File: src/rrsba_pkg.sv
// Shared constants, register map and operation codes for the rotate/subtract slice
package rrsba_pkg;

  // Register byte offsets on the Wishbone bus
  localparam logic [4:0] RRSBA_OFS_WORK    = 5'h00;
  localparam logic [4:0] RRSBA_OFS_STATUS  = 5'h04;
  localparam logic [4:0] RRSBA_OFS_OPERAND = 5'h08;
  localparam logic [4:0] RRSBA_OFS_COMMAND = 5'h0c;

  // Status register field positions
  localparam int RRSBA_ST_C  = 0;
  localparam int RRSBA_ST_AC = 1;
  localparam int RRSBA_ST_Z  = 2;
  localparam int RRSBA_ST_OV = 3;
  localparam int RRSBA_ST_SC = 4;
  localparam int RRSBA_ST_CZ = 5;
  localparam int RRSBA_ST_W  = 6;

  // Reset values
  localparam logic [7:0]          RRSBA_RST_WORK    = 8'h00;
  localparam logic [7:0]          RRSBA_RST_OPERAND = 8'h00;
  localparam logic [RRSBA_ST_W-1:0] RRSBA_RST_STATUS = 6'h00;

  // Operation codes written to the command register
  typedef enum logic [2:0] {
    RRSBA_OP_ROTATE_RIGHT_MEM                     = 3'b000,
    RRSBA_OP_ROTATE_RIGHT_TO_WORK                 = 3'b001,
    RRSBA_OP_ROTATE_RIGHT_THRU_BORROW_BIT         = 3'b010,
    RRSBA_OP_ROTATE_RIGHT_THRU_BORROW_BIT_TO_WORK = 3'b011,
    RRSBA_OP_SUBTRACT_WITH_BORROW_TO_WORK         = 3'b100,
    RRSBA_OP_SUBTRACT_WITH_BORROW_TO_MEM          = 3'b101
  } rrsba_op_t;

  localparam logic [2:0] RRSBA_OP_LAST = 3'b101;

endpackage

File: src/rrsba_alu.sv
// Rotate-right and subtract-with-borrow datapath slice with a Wishbone register port
//
// Overview of operation
// RULE1 - Rotate of the memory byte right by one, bit 0 wrapping to bit 7, written back, flags kept.
// RULE2 - Same rotate of the memory byte loaded into the work register, memory and flags kept.
// RULE3 - Nine-bit rotate of memory byte and carry, old carry to bit 7, bit 0 to carry, to memory.
// RULE4 - Same nine-bit rotate with the byte into the work register, carry from old bit 0.
// RULE5 - Work register minus memory byte minus inverted carry goes to the work register.
// RULE6 - The same difference goes to the memory byte instead.
// RULE7 - On both subtracts carry is 0 for a negative result and 1 for zero or positive.
// RULE8 - Both subtracts update overflow, zero, nibble carry, carry, signed and chained-zero flags.
// RULE9 - Overflow is signed overflow, zero is an all-zero result, nibble carry is 1 when the low nibble does not borrow.
`timescale 1ns/100ps
`default_nettype none
module rrsba_alu
  import rrsba_pkg::*;
#(
  parameter int ADDR_W = 8
)
(
  // Clock and reset
  input  wire logic              clk_i,
  input  wire logic              rst_i,
  // Wishbone slave
  input  wire logic              cyc_i,
  input  wire logic              stb_i,
  input  wire logic              we_i,
  input  wire logic [ADDR_W-1:0] adr_i,
  input  wire logic [3:0]        sel_i,
  input  wire logic [31:0]       dat_i,
  output logic      [31:0]       dat_o,
  output logic                   ack_o,
  // Memory write-back
  output logic                   mem_wr_o,
  output logic      [7:0]        mem_wdata_o
);
  import rrsba_pkg::*;

  // Refused at elaboration: the register offsets need five address bits
  if (ADDR_W < 5)
  begin
    $error("rrsba_alu: ADDR_W must be at least 5");
  end

  logic                  ack_q, ack_d;
  logic [31:0]           dat_q, dat_d;
  logic [7:0]            work_q, work_d;
  logic [7:0]            oper_q, oper_d;
  logic [RRSBA_ST_W-1:0] stat_q, stat_d;
  logic                  mwr_q, mwr_d;
  logic [7:0]            mwd_q, mwd_d;

  logic                  wr_acc;
  logic                  cmd_fire;
  logic [2:0]            cmd_op;
  logic [4:0]            ofs;
  logic [7:0]            sub_diff;
  logic                  sub_c, sub_ac, sub_ov, sub_z;
  logic [7:0]            rot_plain;
  logic [7:0]            rot_carry;

  // Byte offset of the access, upper address bits must be zero to hit a register
  function automatic logic hit(input logic [ADDR_W-1:0] a, input logic [4:0] o);
    hit = (a == ADDR_W'(o));
  endfunction

  assign ofs      = adr_i[4:0];
  assign wr_acc   = cyc_i & stb_i & we_i & ack_q;
  assign cmd_op   = dat_i[2:0];
  assign cmd_fire = wr_acc & sel_i[0] & hit(adr_i, RRSBA_OFS_COMMAND) & (cmd_op <= RRSBA_OP_LAST);

  assign rot_plain = {oper_q[0], oper_q[7:1]};                  // [RULE1] [RULE2]
  assign rot_carry = {stat_q[RRSBA_ST_C], oper_q[7:1]};         // [RULE3] [RULE4]

  rrsba_sub_unit u_sub
  (
    .minuend_i       (work_q),
    .subtrahend_i    (oper_q),
    .carry_i         (stat_q[RRSBA_ST_C]),
    .diff_o          (sub_diff),
    .carry_o         (sub_c),
    .nibble_carry_o  (sub_ac),
    .signed_excess_o (sub_ov),
    .zero_o          (sub_z)
  );

  // Bus answer: ack one cycle after the request, dropped the cycle after
  always_comb
  begin
    ack_d = cyc_i & stb_i & ~ack_q;
    dat_d = 32'h0000_0000;
    if (ofs == RRSBA_OFS_WORK && hit(adr_i, RRSBA_OFS_WORK))
      dat_d = {24'h00_0000, work_q};
    else if (hit(adr_i, RRSBA_OFS_STATUS))
      dat_d = {26'h000_0000, stat_q};
    else if (hit(adr_i, RRSBA_OFS_OPERAND))
      dat_d = {24'h00_0000, oper_q};
    else
      dat_d = 32'h0000_0000;
  end

  always_ff @(posedge clk_i)
  begin
    if (rst_i)
    begin
      ack_q <= 1'b0;
      dat_q <= 32'h0000_0000;
    end
    else
    begin
      ack_q <= ack_d;
      dat_q <= dat_d;
    end
  end

  // Datapath state: register writes and operation execution
  always_comb
  begin
    work_d = work_q;
    oper_d = oper_q;
    stat_d = stat_q;
    mwr_d  = 1'b0;
    mwd_d  = mwd_q;
    if (wr_acc && sel_i[0])
    begin
      if (hit(adr_i, RRSBA_OFS_WORK))
        work_d = dat_i[7:0];
      else if (hit(adr_i, RRSBA_OFS_STATUS))
        stat_d = dat_i[RRSBA_ST_W-1:0];
      else if (hit(adr_i, RRSBA_OFS_OPERAND))
        oper_d = dat_i[7:0];
    end
    if (cmd_fire)
    begin
      case (rrsba_op_t'(cmd_op))
        RRSBA_OP_ROTATE_RIGHT_MEM:
        begin
          oper_d = rot_plain;                                   // [RULE1]
          mwr_d  = 1'b1;
          mwd_d  = rot_plain;
        end
        RRSBA_OP_ROTATE_RIGHT_TO_WORK:
        begin
          work_d = rot_plain;                                   // [RULE2]
        end
        RRSBA_OP_ROTATE_RIGHT_THRU_BORROW_BIT:
        begin
          oper_d             = rot_carry;                       // [RULE3]
          stat_d[RRSBA_ST_C] = oper_q[0];
          mwr_d              = 1'b1;
          mwd_d              = rot_carry;
        end
        RRSBA_OP_ROTATE_RIGHT_THRU_BORROW_BIT_TO_WORK:
        begin
          work_d             = rot_carry;                       // [RULE4]
          stat_d[RRSBA_ST_C] = oper_q[0];
        end
        RRSBA_OP_SUBTRACT_WITH_BORROW_TO_WORK,
        RRSBA_OP_SUBTRACT_WITH_BORROW_TO_MEM:
        begin
          if (cmd_op == RRSBA_OP_SUBTRACT_WITH_BORROW_TO_WORK)
            work_d = sub_diff;                                  // [RULE5]
          else
          begin
            oper_d = sub_diff;                                  // [RULE6]
            mwr_d  = 1'b1;
            mwd_d  = sub_diff;
          end
          stat_d[RRSBA_ST_C]  = sub_c;                          // [RULE7] [RULE8]
          stat_d[RRSBA_ST_AC] = sub_ac;                         // [RULE8]
          stat_d[RRSBA_ST_Z]  = sub_z;                          // [RULE8]
          stat_d[RRSBA_ST_OV] = sub_ov;                         // [RULE8]
          stat_d[RRSBA_ST_SC] = sub_ov ^ sub_diff[7];           // [RULE8]
          stat_d[RRSBA_ST_CZ] = sub_z & stat_q[RRSBA_ST_Z];     // [RULE8]
        end
        default:
        begin
          mwr_d = 1'b0;
        end
      endcase
    end
  end

  always_ff @(posedge clk_i)
  begin
    if (rst_i)
    begin
      work_q <= RRSBA_RST_WORK;
      oper_q <= RRSBA_RST_OPERAND;
      stat_q <= RRSBA_RST_STATUS;
      mwr_q  <= 1'b0;
      mwd_q  <= 8'h00;
    end
    else
    begin
      work_q <= work_d;
      oper_q <= oper_d;
      stat_q <= stat_d;
      mwr_q  <= mwr_d;
      mwd_q  <= mwd_d;
    end
  end

  assign dat_o       = dat_q;
  assign ack_o       = ack_q;
  assign mem_wr_o    = mwr_q;
  assign mem_wdata_o = mwd_q;
endmodule
`default_nettype wire

File: src/rrsba_sub_unit.sv
// Eight-bit subtract with inverted-carry borrow and its arithmetic flags
`timescale 1ns/100ps
`default_nettype none
module rrsba_sub_unit
(
  // Operands
  input  wire logic [7:0] minuend_i,
  input  wire logic [7:0] subtrahend_i,
  input  wire logic       carry_i,
  // Result and flags
  output logic      [7:0] diff_o,
  output logic            carry_o,
  output logic            nibble_carry_o,
  output logic            signed_excess_o,
  output logic            zero_o
);

  logic [8:0] full;
  logic [4:0] low;
  logic [8:0] bin9;
  logic [4:0] bin5;

  always_comb
  begin
    bin9 = {8'h00, ~carry_i};
    bin5 = {4'h0, ~carry_i};
    full = {1'b0, minuend_i} - {1'b0, subtrahend_i} - bin9;                   // [RULE5]
    low  = {1'b0, minuend_i[3:0]} - {1'b0, subtrahend_i[3:0]} - bin5;
    diff_o          = full[7:0];
    carry_o         = ~full[8];                                                // [RULE7]
    nibble_carry_o  = ~low[4];                                                 // [RULE9]
    signed_excess_o = (minuend_i[7] ^ subtrahend_i[7]) & (minuend_i[7] ^ full[7]); // [RULE9]
    zero_o          = (full[7:0] == 8'h00);                                    // [RULE9]
  end

endmodule
`default_nettype wire

File: config.mk
export PLATFORM = sky130hd
export DESIGN_NAME = rrsba_alu
export DESIGN_NICKNAME = d
export VERILOG_FILES = /design/src/rrsba_pkg.sv /design/src/rrsba_alu.sv /design/src/rrsba_sub_unit.sv
export SDC_FILE = /design/constraint.sdc
export NUM_CORES = 1
export LEC_CHECK = 0
export BUFFER_PORTS_ARGS = -buffer_cell sky130_fd_sc_hd__buf_2
export CAP_MARGIN = 20
export CORE_UTILIZATION = 45
export DETAILED_ROUTE_END_ITERATION = 6
export PLACE_DENSITY = 0.77
export SETUP_SLACK_MARGIN = 0.2
export SYNTH_ARGS = -nofsm -noshare
export SYNTH_HDL_FRONTEND = slang
export SYNTH_SLANG_ARGS = --single-unit
File: constraint.sdc
create_clock -name clk_i -period 6.5 [get_ports clk_i]
set_input_delay 0.65 -clock clk_i [delete_from_list [all_inputs] [get_ports clk_i]]
set_output_delay 0.65 -clock clk_i [all_outputs]
set_load 0.02 [all_outputs]
Word level (Yosys, flattened, before mapping). Index checks and enable logic that the tools add are counted. W data, S select, Z words.

Flip-flop bits (word level): 64. Input bits: 49. Word-level logic and storage cells: 77.

$add $sub $neg: 4. $lt $le $gt $ge: 1. Equal/unequal tests: 9. Multiplexer cells: 25. Bitwise operators: 17. Reductions and logical operators: 13.

Operators by type and width (number): $mux W8 (14); $pmux W8 S3 (3); $mux W6 (4); $eq A8 B4 Y1 const B (2); $logic_not A8 Y1 (2); $and A1 B1 Y1 (9); $sub A8 B8 Y9 (1); $sub A9 B1 Y9 (1); $eq A8 B3 Y1 const B (1); $reduce_or A2 Y1 (4); $eq A3 B2 Y1 const B (2); $eq A3 B3 Y1 const B (2); $logic_not A5 Y1 (1); $mux W5 (1); $not A1 Y1 (5); $sub A4 B4 Y5 (1); $sub A5 B1 Y5 (1); $pmux W1 S2 (2); $eq A3 B1 Y1 const B (1); $le A3 B3 Y1 const B (1); $logic_not A3 Y1 (1); $reduce_and A3 Y1 (1); $reduce_bool A3 Y1 (1); $reduce_or A3 Y1 (1); other kinds (4) (7).

Depth between registers and ports, before layout. Gate-level depths: netlist of run 1.

Depth after elaboration: 8. Gate-level depth with buffers: 10. Gate-level depth less buffers: 10.

Cells and area by module. Synthesis of run 1 repeated with hierarchy kept, for this count alone.

Cell total of the unflattened synthesis: 366. Area, all modules: 2985.4 sq um.

By module, submodules not included: rrsba_alu (instances 1, cells each 290, area each 2401.1 sq um, seq. area each 800.8 sq um); rrsba_sub_unit (instances 1, cells each 76, area each 584.3 sq um, seq. area each 0.0 sq um).

Least setup slack after synthesis of run 1. No wires, ideal clock.

Kind: register to register. Start: reg stat_q[0]. End: reg stat_q[2]. Setup time: 0.057 ns. Arrival: 2.470 ns. Data required time: 6.443 ns. Path slack: 3.973 ns. Cell stages (with the launch flop): 9. Buffers on the path: 0. Period minus slack after synthesis: 2.527 ns. Cells stage by stage: dfxtp_1 inv_1 fa_1 inv_1 fa_1 or4_1 or3_1 nor4_1 or2_2.

Cells in the longest elaborated chain, start to end: 5.

Ends and longest elaborated chain: from (decl) (RTL line rrsba_alu.sv:49) `logic [RRSBA_ST_W-1:0] stat_q, stat_d;`; from (signal assigned) (RTL line rrsba_alu.sv:198) `stat_q <= stat_d;`; $not A1 Y1 (RTL line rrsba_sub_unit.sv:25) `bin9 = {8'h00, ~carry_i};`; $sub A9 B1 Y9 (RTL line rrsba_sub_unit.sv:27) `full = {1'b0, minuend_i} - {1'b0, subtrahend_i} - bin9;`; $logic_not A8 Y1 (RTL line rrsba_sub_unit.sv:33) `zero_o = (full[7:0] == 8'h00);`; $mux W5 (RTL line rrsba_alu.sv:135) `case (rrsba_op_t'(cmd_op))`; $mux W6 (RTL line rrsba_alu.sv:133) `if (cmd_fire)`.

Every way passes these cells. A chain may end at the register's enable or synchronous reset.

Worst setup path after layout of run 1. Same ends and word-level chain as after synthesis.

==> flow_summary.yaml, run 1 <==
timing:
  period_minus_slack_ps: 2905
  report.final.slew_viol_count: 0
  maxSlewHeadroom: 0.4073
  final.setup.worst_slack_ps: 3595
  achievable-frequency_mhz: 344.2
  finalSetupViolations: 0
  rsz0062_at_grt: "no"
  fin_clk_skew_ps: 11.39
  min_period_over_period: 0.4470
  tightest_slew_ps: 887.3
  fin_tns_setup_ps: 0
  hold_violations: 0
worst_setup_path:
  crit_arrival_ps: 3150
  critical_path.startpoint_type: "flip-flop"
  worst-path-max-fanout: 3
  endpoint_kind: "flip-flop"
  reg2regPathDepth: 8
  reg2reg_slack_ps: 3590
  required_ps: 6750
  classification_of_the_worst_setup_path: "flip-flop to flip-flop"
route:
  dr_total_vias: 2515
  top_layer_used: "met4"
  drt-vias-per-instance: 5.652
  drt-pass1-iter-count: 5
  detail_route.wirelength_um: 7080
  wire_per_inst_um: 15.91
  first_iter_violations: 252
  met2RoutedLength_um: 3225
  drcViolationCount: 0
  wl_met1_um: 3173
  drtAntennaViolNets: 0
  wl_met3_um: 556
cells_and_area:
  multi_input_area_sq_mm: 0.001735
  final_layout_net_count: 434
  antennaDiodeCount: 0
  layout-area-overhead-vs-synth_pct: 8.077
  seq_area_sq_um: 800.8
  nFillCells: 588
  layout-drive-gt1-share: 0.1919
  layoutNonFillerInstCount: 445
yosys:
  synth_enable_flop_cells: 0
  synth_async_sr_flop_share: 0
  postSynthAreaPerCell_sq_um: 8.223
  seq_area_frac_synth: 0.2856
  synthesis.area_sq_mm: 0.002804
  main_area_contributors_after_synthesis: "sky130_fd_sc_hd__dfxtp_1, sky130_fd_sc_hd__buf_4, sky130_fd_sc_hd__ha_1"
  synth.top_cells.by_count: "sky130_fd_sc_hd__dfxtp_1, sky130_fd_sc_hd__nor2_1, sky130_fd_sc_hd__a21oi_1, sky130_fd_sc_hd__inv_1, sky130_fd_sc_hd__buf_4"
  synthCells: 341
  number_of_warnings_reported_in_the_yosys_synthesis_log: 0
  synthMostInstantiatedCell: "sky130_fd_sc_hd__dfxtp_1"
  most_area_hungry_cell_type_in_the_yosys_netlist: "sky130_fd_sc_hd__dfxtp_1"
  synth.ff_latch_count: 40
  share_of_the_synthesized_area_in_the_top_cell_type: 0.2856
  synth_ff_type: "sky130_fd_sc_hd__dfxtp_1"
  yosys.cell_types.count: 56
clock_tree:
  post_cts_resize_count: 0
  insertion_delay_ps: 300
  clk_pin_slew_worst_paths_ps: 80
  clock-root-buffer: "sky130_fd_sc_hd__clkbuf_8"
  cts_setup_buffers: 0
  cts_hold_buf: 0
  clockBufferDepth: 2
  htree_num_levels: 2
  clock_sinks: 40
  tritoncts.num_buffers: 5
  tritoncts_clock_tree: "yes"
floorplan:
  chipWidth_um: 80.94
  fp.dieArea_sq_mm: 0.006550
  floorplan.die.height_um: 80.94
  floorplan.rows: 28
  num_io_pins: 91
  design.core.area_sq_mm: 0.005956
  initial_utilization: 0.4708
grt:
  grt_use_total: 0.2276
  grt_first_pass_wirelength_um: 11170
  antenna_found_initial: 0
  maximum_number_of_pins_on_one_net_before_global_route_repair: 39
  grt_pass1_vias: 2265
  globalRouteOverflowTotal: 0
status:
  outcome: "finished, final reports clean"
worst_hold_path:
  timing.hold.worst_path_depth: 1
  hold_class: "flip-flop to flip-flop"
place:
  globalplace.congestion: 0.8939
  minimum_setup_slack_after_placement_ps: 3362
  numPortBuffers: 39
  numPlacedInstances: 437
  hpwlAfterDp_um: 5136
pwr:
  worst_ir_drop_vdd_uv: 140.2
  p_leak_nw: 1.269
  pwr_per_cell_area_mw_per_mm2: 163.5
flow_run:
  count_of_maximum_capacitance_violations: 0
==> state kept, by name (all words and copies together) (netlist names) <==
name / count
ack_o: 1
dat_o: 8
mem_wdata_o: 8
mem_wr_o: 1
oper_q: 8
stat_q: 6
work_q: 8
==> per-stage QoR <==
step / hold slack [ps] / utilization / total power [mW] / area [sq um]
6_report: 450.4 / 0.5088 / 0.4954 / 3030
5_1_grt: 487.9 / 0.5088 / 0.5094 / 3030
4_1_cts: 455.1 / 0.5088 / 0.4955 / 3030
3_5_place_dp: 444.5 / 0.4908 / 0.2958 / 2923
3_3_place_gp: 428.6 / 0.4908 / 0.2953 / 2923
2_1_floorplan: 448.5 / - / 0.2943 / 2890
==> final cells by class <==
| cell class | count | area share |
|---|---|---|
| Tap cell | 75 | 0.03097 |
| Clock inverter | 2 | 0.01156 |
| Clock buffer | 6 | 0.02395 |
| Multi-Input combinational cell | 257 | 0.5727 |
| Timing Repair Buffer | 39 | 0.06441 |
| Sequential cell | 40 | 0.2642 |
| Inverter | 26 | 0.03220 |
==> power breakdown <==
group	switching, mW	internal (mW)
clock	0.0902	0.114
combinational	0.0347	0.0112
sequential	0.000180	0.245
total	0.125	0.370
==> worst max-delay path, cell delays in order, from the launching register on <==
cell and delay (ps):
sky130_fd_sc_hd__dfxtp_1 350, sky130_fd_sc_hd__inv_1 90, sky130_fd_sc_hd__fa_1 390, sky130_fd_sc_hd__inv_1 120, sky130_fd_sc_hd__fa_1 460, sky130_fd_sc_hd__or4_1 540, sky130_fd_sc_hd__or3_1 340, sky130_fd_sc_hd__nor4_1 390
sky130_fd_sc_hd__or2_2 180
==> logic make-up (layout without fill, tap and decap cells) <==
logic type,Yosys count,count (layout),share of synthesized area
buf+inv,67,73,0.1263
fa+ha+maj,16,16,0.07675
xor+xnor,7,7,0.02187
other cells,1,24,0.001337
simple gates,112,112,0.2240
compound gates,75,75,0.1758
mux,23,23,0.08835
flops,40,40,0.2856
==> metal layers <==
metal  vias up  GRT usage
met5         -          0
met4         0    0.07857
met3        15    0.04607
met2       123     0.3639
met1      1170     0.3027
li1       1207          -
==> cells in the final DEF, fill, tap and decap left out, types with 2 or more instances in the layout <==
cell type                  Yosys  routed
sky130_fd_sc_hd__nand2_1      20      20
sky130_fd_sc_hd__a22oi_1      12      12
sky130_fd_sc_hd__o31ai_1       3       3
sky130_fd_sc_hd__a21o_1        2       2
sky130_fd_sc_hd__nand2b_1      5       5
sky130_fd_sc_hd__o32ai_1       3       3
sky130_fd_sc_hd__nor3_1       11      11
sky130_fd_sc_hd__nor2b_1       4       4
sky130_fd_sc_hd__nand3_1       7       7
sky130_fd_sc_hd__o21ai_0      10      10
sky130_fd_sc_hd__mux2i_1       9       9
sky130_fd_sc_hd__nand3b_1      5       5
sky130_fd_sc_hd__xor2_1        3       3
sky130_fd_sc_hd__conb_1        1      24
sky130_fd_sc_hd__or2_2         2       2
sky130_fd_sc_hd__or4_1         2       2
sky130_fd_sc_hd__dfxtp_1      40      40
sky130_fd_sc_hd__nor3_2        2       2
sky130_fd_sc_hd__fa_1          2       2
sky130_fd_sc_hd__a22o_1        7       7
sky130_fd_sc_hd__ha_1         14      14
sky130_fd_sc_hd__a211oi_1      3       3
sky130_fd_sc_hd__xnor2_1       4       4
sky130_fd_sc_hd__a21oi_1      26      26
sky130_fd_sc_hd__nor4b_1       3       3
sky130_fd_sc_hd__or3_1         4       4
sky130_fd_sc_hd__buf_2         1      39
sky130_fd_sc_hd__mux2_2       14      14
sky130_fd_sc_hd__inv_1        26      26
sky130_fd_sc_hd__nor2_1       33      33
sky130_fd_sc_hd__nor3b_1       2       2
sky130_fd_sc_hd__clkbuf_8      0       5
==> path summary, 6_finish.rpt <==
path | to | start
worst max-delay path | stat_q[2]$_SDFF_PP0_ | stat_q[0]$_SDFF_PP0_
worst min-delay path | ack_o$_SDFF_PP0_ | ack_o$_SDFF_PP0_
worst max register to register | stat_q[2]$_SDFF_PP0_ | stat_q[0]$_SDFF_PP0_
worst min register to register | ack_o$_SDFF_PP0_ | ack_o$_SDFF_PP0_
(Power assumes the default switching activity.)
==> run 2, diff against run 1 <==
--- a/config.mk
+++ b/config.mk
@@ -5,6 +5,7 @@
 export SDC_FILE = /design/constraint.sdc
 export NUM_CORES = 1
 export LEC_CHECK = 0
+export ABC_AREA = 1
 export BUFFER_PORTS_ARGS = -buffer_cell sky130_fd_sc_hd__buf_2
 export CAP_MARGIN = 20
 export CORE_UTILIZATION = 45
==> constraint.sdc (replaced) <==
create_clock -name clk_i -period 2.7 [get_ports clk_i]
set_input_delay 0.27 -clock clk_i [delete_from_list [all_inputs] [get_ports clk_i]]
set_output_delay 0.27 -clock clk_i [all_outputs]
set_load 0.02 [all_outputs]
==> run 2 against run 1 <==
  * First-iteration DRC count down 13%
  * Worst hold slack worse by 180 ps
  * Maximum frequency up 23%
  * Routed wire length up 9.2%
  * Via count up 17%
  * Combinational power up 120%
  * Sequential power up 140%
  * Flip-flop and latch count unchanged
  * Clock skew up 3.0 ps
==> flow_summary.yaml, run 2 <==
status:
  outcome: "finished, final reports clean"
floorplan:
  design.core.area_sq_mm: 0.006061
  chipWidth_um: 82.40
  num_io_pins: 91
  initial_utilization: 0.4800
  fp.dieArea_sq_mm: 0.006790
  floorplan.die.height_um: 82.40
  floorplan.rows: 28
timing:
  achievable-frequency_mhz: 424.4
  fin_clk_skew_ps: 14.42
  period_minus_slack_ps: 2356
  maxSlewHeadroom: 0.6641
  finalSetupViolations: 0
  report.final.slew_viol_count: 0
  rsz0062_at_grt: "yes"
  min_period_over_period: 0.8726
  fin_tns_setup_ps: 0
  tightest_slew_ps: 502.6
  hold_violations: 0
yosys:
  main_area_contributors_after_synthesis: "sky130_fd_sc_hd__dfxtp_1, sky130_fd_sc_hd__nand2_1, sky130_fd_sc_hd__inv_1"
  most_area_hungry_cell_type_in_the_yosys_netlist: "sky130_fd_sc_hd__dfxtp_1"
  synthCells: 430
  synth.ff_latch_count: 40
  synthesis.area_sq_mm: 0.002909
  synthMostInstantiatedCell: "sky130_fd_sc_hd__nand2_1"
  postSynthAreaPerCell_sq_um: 6.765
  share_of_the_synthesized_area_in_the_top_cell_type: 0.2753
  synth_ff_type: "sky130_fd_sc_hd__dfxtp_1"
  synth.top_cells.by_count: "sky130_fd_sc_hd__nand2_1, sky130_fd_sc_hd__inv_1, sky130_fd_sc_hd__dfxtp_1"
  seq_area_frac_synth: 0.2753
  synth_async_sr_flop_share: 0
  number_of_warnings_reported_in_the_yosys_synthesis_log: 0
  synth_enable_flop_cells: 0
  yosys.cell_types.count: 40
route:
  drcViolationCount: 0
  first_iter_violations: 220
  detail_route.wirelength_um: 7734
  drt-pass1-iter-count: 5
  drtAntennaViolNets: 0
  dr_total_vias: 2954
  drt-vias-per-instance: 5.420
  wire_per_inst_um: 14.19
worst_hold_path:
  min-delay-start: "stb_i"
  hold_end: "ack_o$_SDFF_PP0_"
  hold_class: "primary input to flip-flop"
  timing.hold.worst_path_depth: 3
clock_tree:
  clockBufferDepth: 2
  clock_sinks: 40
  insertion_delay_ps: 300
  clock-root-buffer: "sky130_fd_sc_hd__clkbuf_8"
  tritoncts.num_buffers: 5
  tritoncts_clock_tree: "yes"
  htree_num_levels: 2
  clk_pin_slew_worst_paths_ps: 90
  cts_hold_buf: 0
worst_setup_path:
  reg2reg_slack_ps: 340
  endpoint_kind: "flip-flop"
  critical_path.startpoint_type: "flip-flop"
  reg2regPathDepth: 11
  worst_r2r_startpoint: "stat_q[0]$_SDFF_PP0_"
  crit_arrival_ps: 2580
  worst-path-max-fanout: 3
  classification_of_the_worst_setup_path: "flip-flop to flip-flop"
  regToRegEndpoint: "work_q[5]$_SDFF_PP0_"
  required_ps: 2930
cells_and_area:
  layout-area-overhead-vs-synth_pct: 10.97
  layout.cells.most_common_list: "sky130_fd_sc_hd__nand2_1, sky130_fd_sc_hd__inv_1, sky130_fd_sc_hd__dfxtp_1"
  layout_commonest_cell: "sky130_fd_sc_hd__nand2_1"
  final_layout_net_count: 535
  antennaDiodeCount: 0
  layout-drive-gt1-share: 0.1830
  final_util: 0.5326
place:
  globalplace.congestion: 0.9211
  hpwlAfterDp_um: 5845
  numPortBuffers: 39
flow_run:
  count_of_maximum_capacitance_violations: 0
grt:
  grt_first_pass_wirelength_um: 12830
  grt_pass1_vias: 2731
  antenna_found_initial: 0
  maximum_number_of_pins_on_one_net_before_global_route_repair: 23
  grt_use_total: 0.2523
  globalRouteOverflowTotal: 0
pwr:
  p_leak_nw: 1.570
  pwr_per_cell_area_mw_per_mm2: 394.9
  worst_ir_drop_vdd_uv: 262.5
-- run 2: how the worst max path moves through the flow --
stage,startpoint,to,cells after the start
after detailed placement,stat_q[0]$_SDFF_PP0_,stat_q[5]$_SDFF_PP0_,13
after global routing,stat_q[0]$_SDFF_PP0_,stat_q[5]$_SDFF_PP0_,13
after floorplan,stat_q[0]$_SDFF_PP0_,stat_q[5]$_SDFF_PP0_,13
after CTS,stat_q[0]$_SDFF_PP0_,stat_q[5]$_SDFF_PP0_,13
after global placement,stat_q[0]$_SDFF_PP0_,stat_q[5]$_SDFF_PP0_,13
final,stat_q[0]$_SDFF_PP0_,work_q[5]$_SDFF_PP0_,11
-- run 2: worst max-delay path, cell delays in order, from the launching register on --
cell and delay (ps):
sky130_fd_sc_hd__dfxtp_1 360, sky130_fd_sc_hd__inv_1 100, sky130_fd_sc_hd__fa_1 560, sky130_fd_sc_hd__inv_1 60
sky130_fd_sc_hd__ha_1 200, sky130_fd_sc_hd__o21ai_0 300, sky130_fd_sc_hd__nand3_1 150, sky130_fd_sc_hd__nand2_1 140
sky130_fd_sc_hd__inv_1 70, sky130_fd_sc_hd__o2bb2ai_1 130, sky130_fd_sc_hd__nand2_1 70, sky130_fd_sc_hd__a21oi_1 120
-- run 2: area by class of cell --
| cell class | count | area (sq um) |
|---|---|---|
| Fill cell | 609 | 2833 |
| Multi-Input combinational cell | 318 | 1747 |
| Sequential cell | 40 | 800.8 |
| Inverter | 62 | 232.7 |
| Timing Repair Buffer | 43 | 225.2 |
| Tap cell | 75 | 93.84 |
| Clock buffer | 5 | 68.82 |
| Clock inverter | 2 | 60.06 |
-- run 2: per-stage QoR --
step | std cells | power, mW | setup WS [ps] | hold slack [ps] | instance area, sq um
3_5_place_dp | 538 | 0.7025 | 243.5 | 439.1 | 3075
3_3_place_gp | 538 | 0.7016 | 339.4 | 431.1 | 3075
4_1_cts | 545 | 1.275 | 209.6 | 272.0 | 3204
6_report | 545 | 1.275 | 343.9 | 267.5 | 3228
5_1_grt | 545 | 1.310 | 157.3 | 289.2 | 3228
2_1_floorplan | 453 | 0.7008 | 607.4 | 443.7 | 2995
-- run 2: per-layer routing --
metal  global-route usage  vias to the layer above  wire [um]  share of wire
met1               0.3258                     1352       3387           0.44
met3              0.05055                       32        611          0.079
met2               0.4000                      145       3496           0.45
met5                    0                        -          0              0
met4               0.1211                        0        238          0.031
li1                     -                     1425          -              -
-- run 2: kinds of logic (layout without fill, tap and decap cells) --
| group | count (synthesis) | in the layout | share of synthesized area |
|---|---|---|---|
| xor gates and xnor gates | 2 | 2 | 0.006023 |
| adders and majority gates | 16 | 16 | 0.07398 |
| AOI/OAI and AO/OA | 80 | 80 | 0.1746 |
| DFF | 40 | 40 | 0.2753 |
| and+or+nand+nor | 196 | 196 | 0.3067 |
| buffers and inverters | 95 | 112 | 0.1621 |
| other | 1 | 24 | 0.001289 |
-- run 2: power breakdown --
group	internal, mW	switching (mW)	total (mW)
clock network	0.364	0.220	0.584
registers	0.590	0.000388	0.590
logic	0.0219	0.0784	0.100
-- run 2: timing repair --
action                     4_1_cts  5_1_grt
setup buffers                    0        0
setup endpoints to repair        0        6
gates resized for setup          0        7
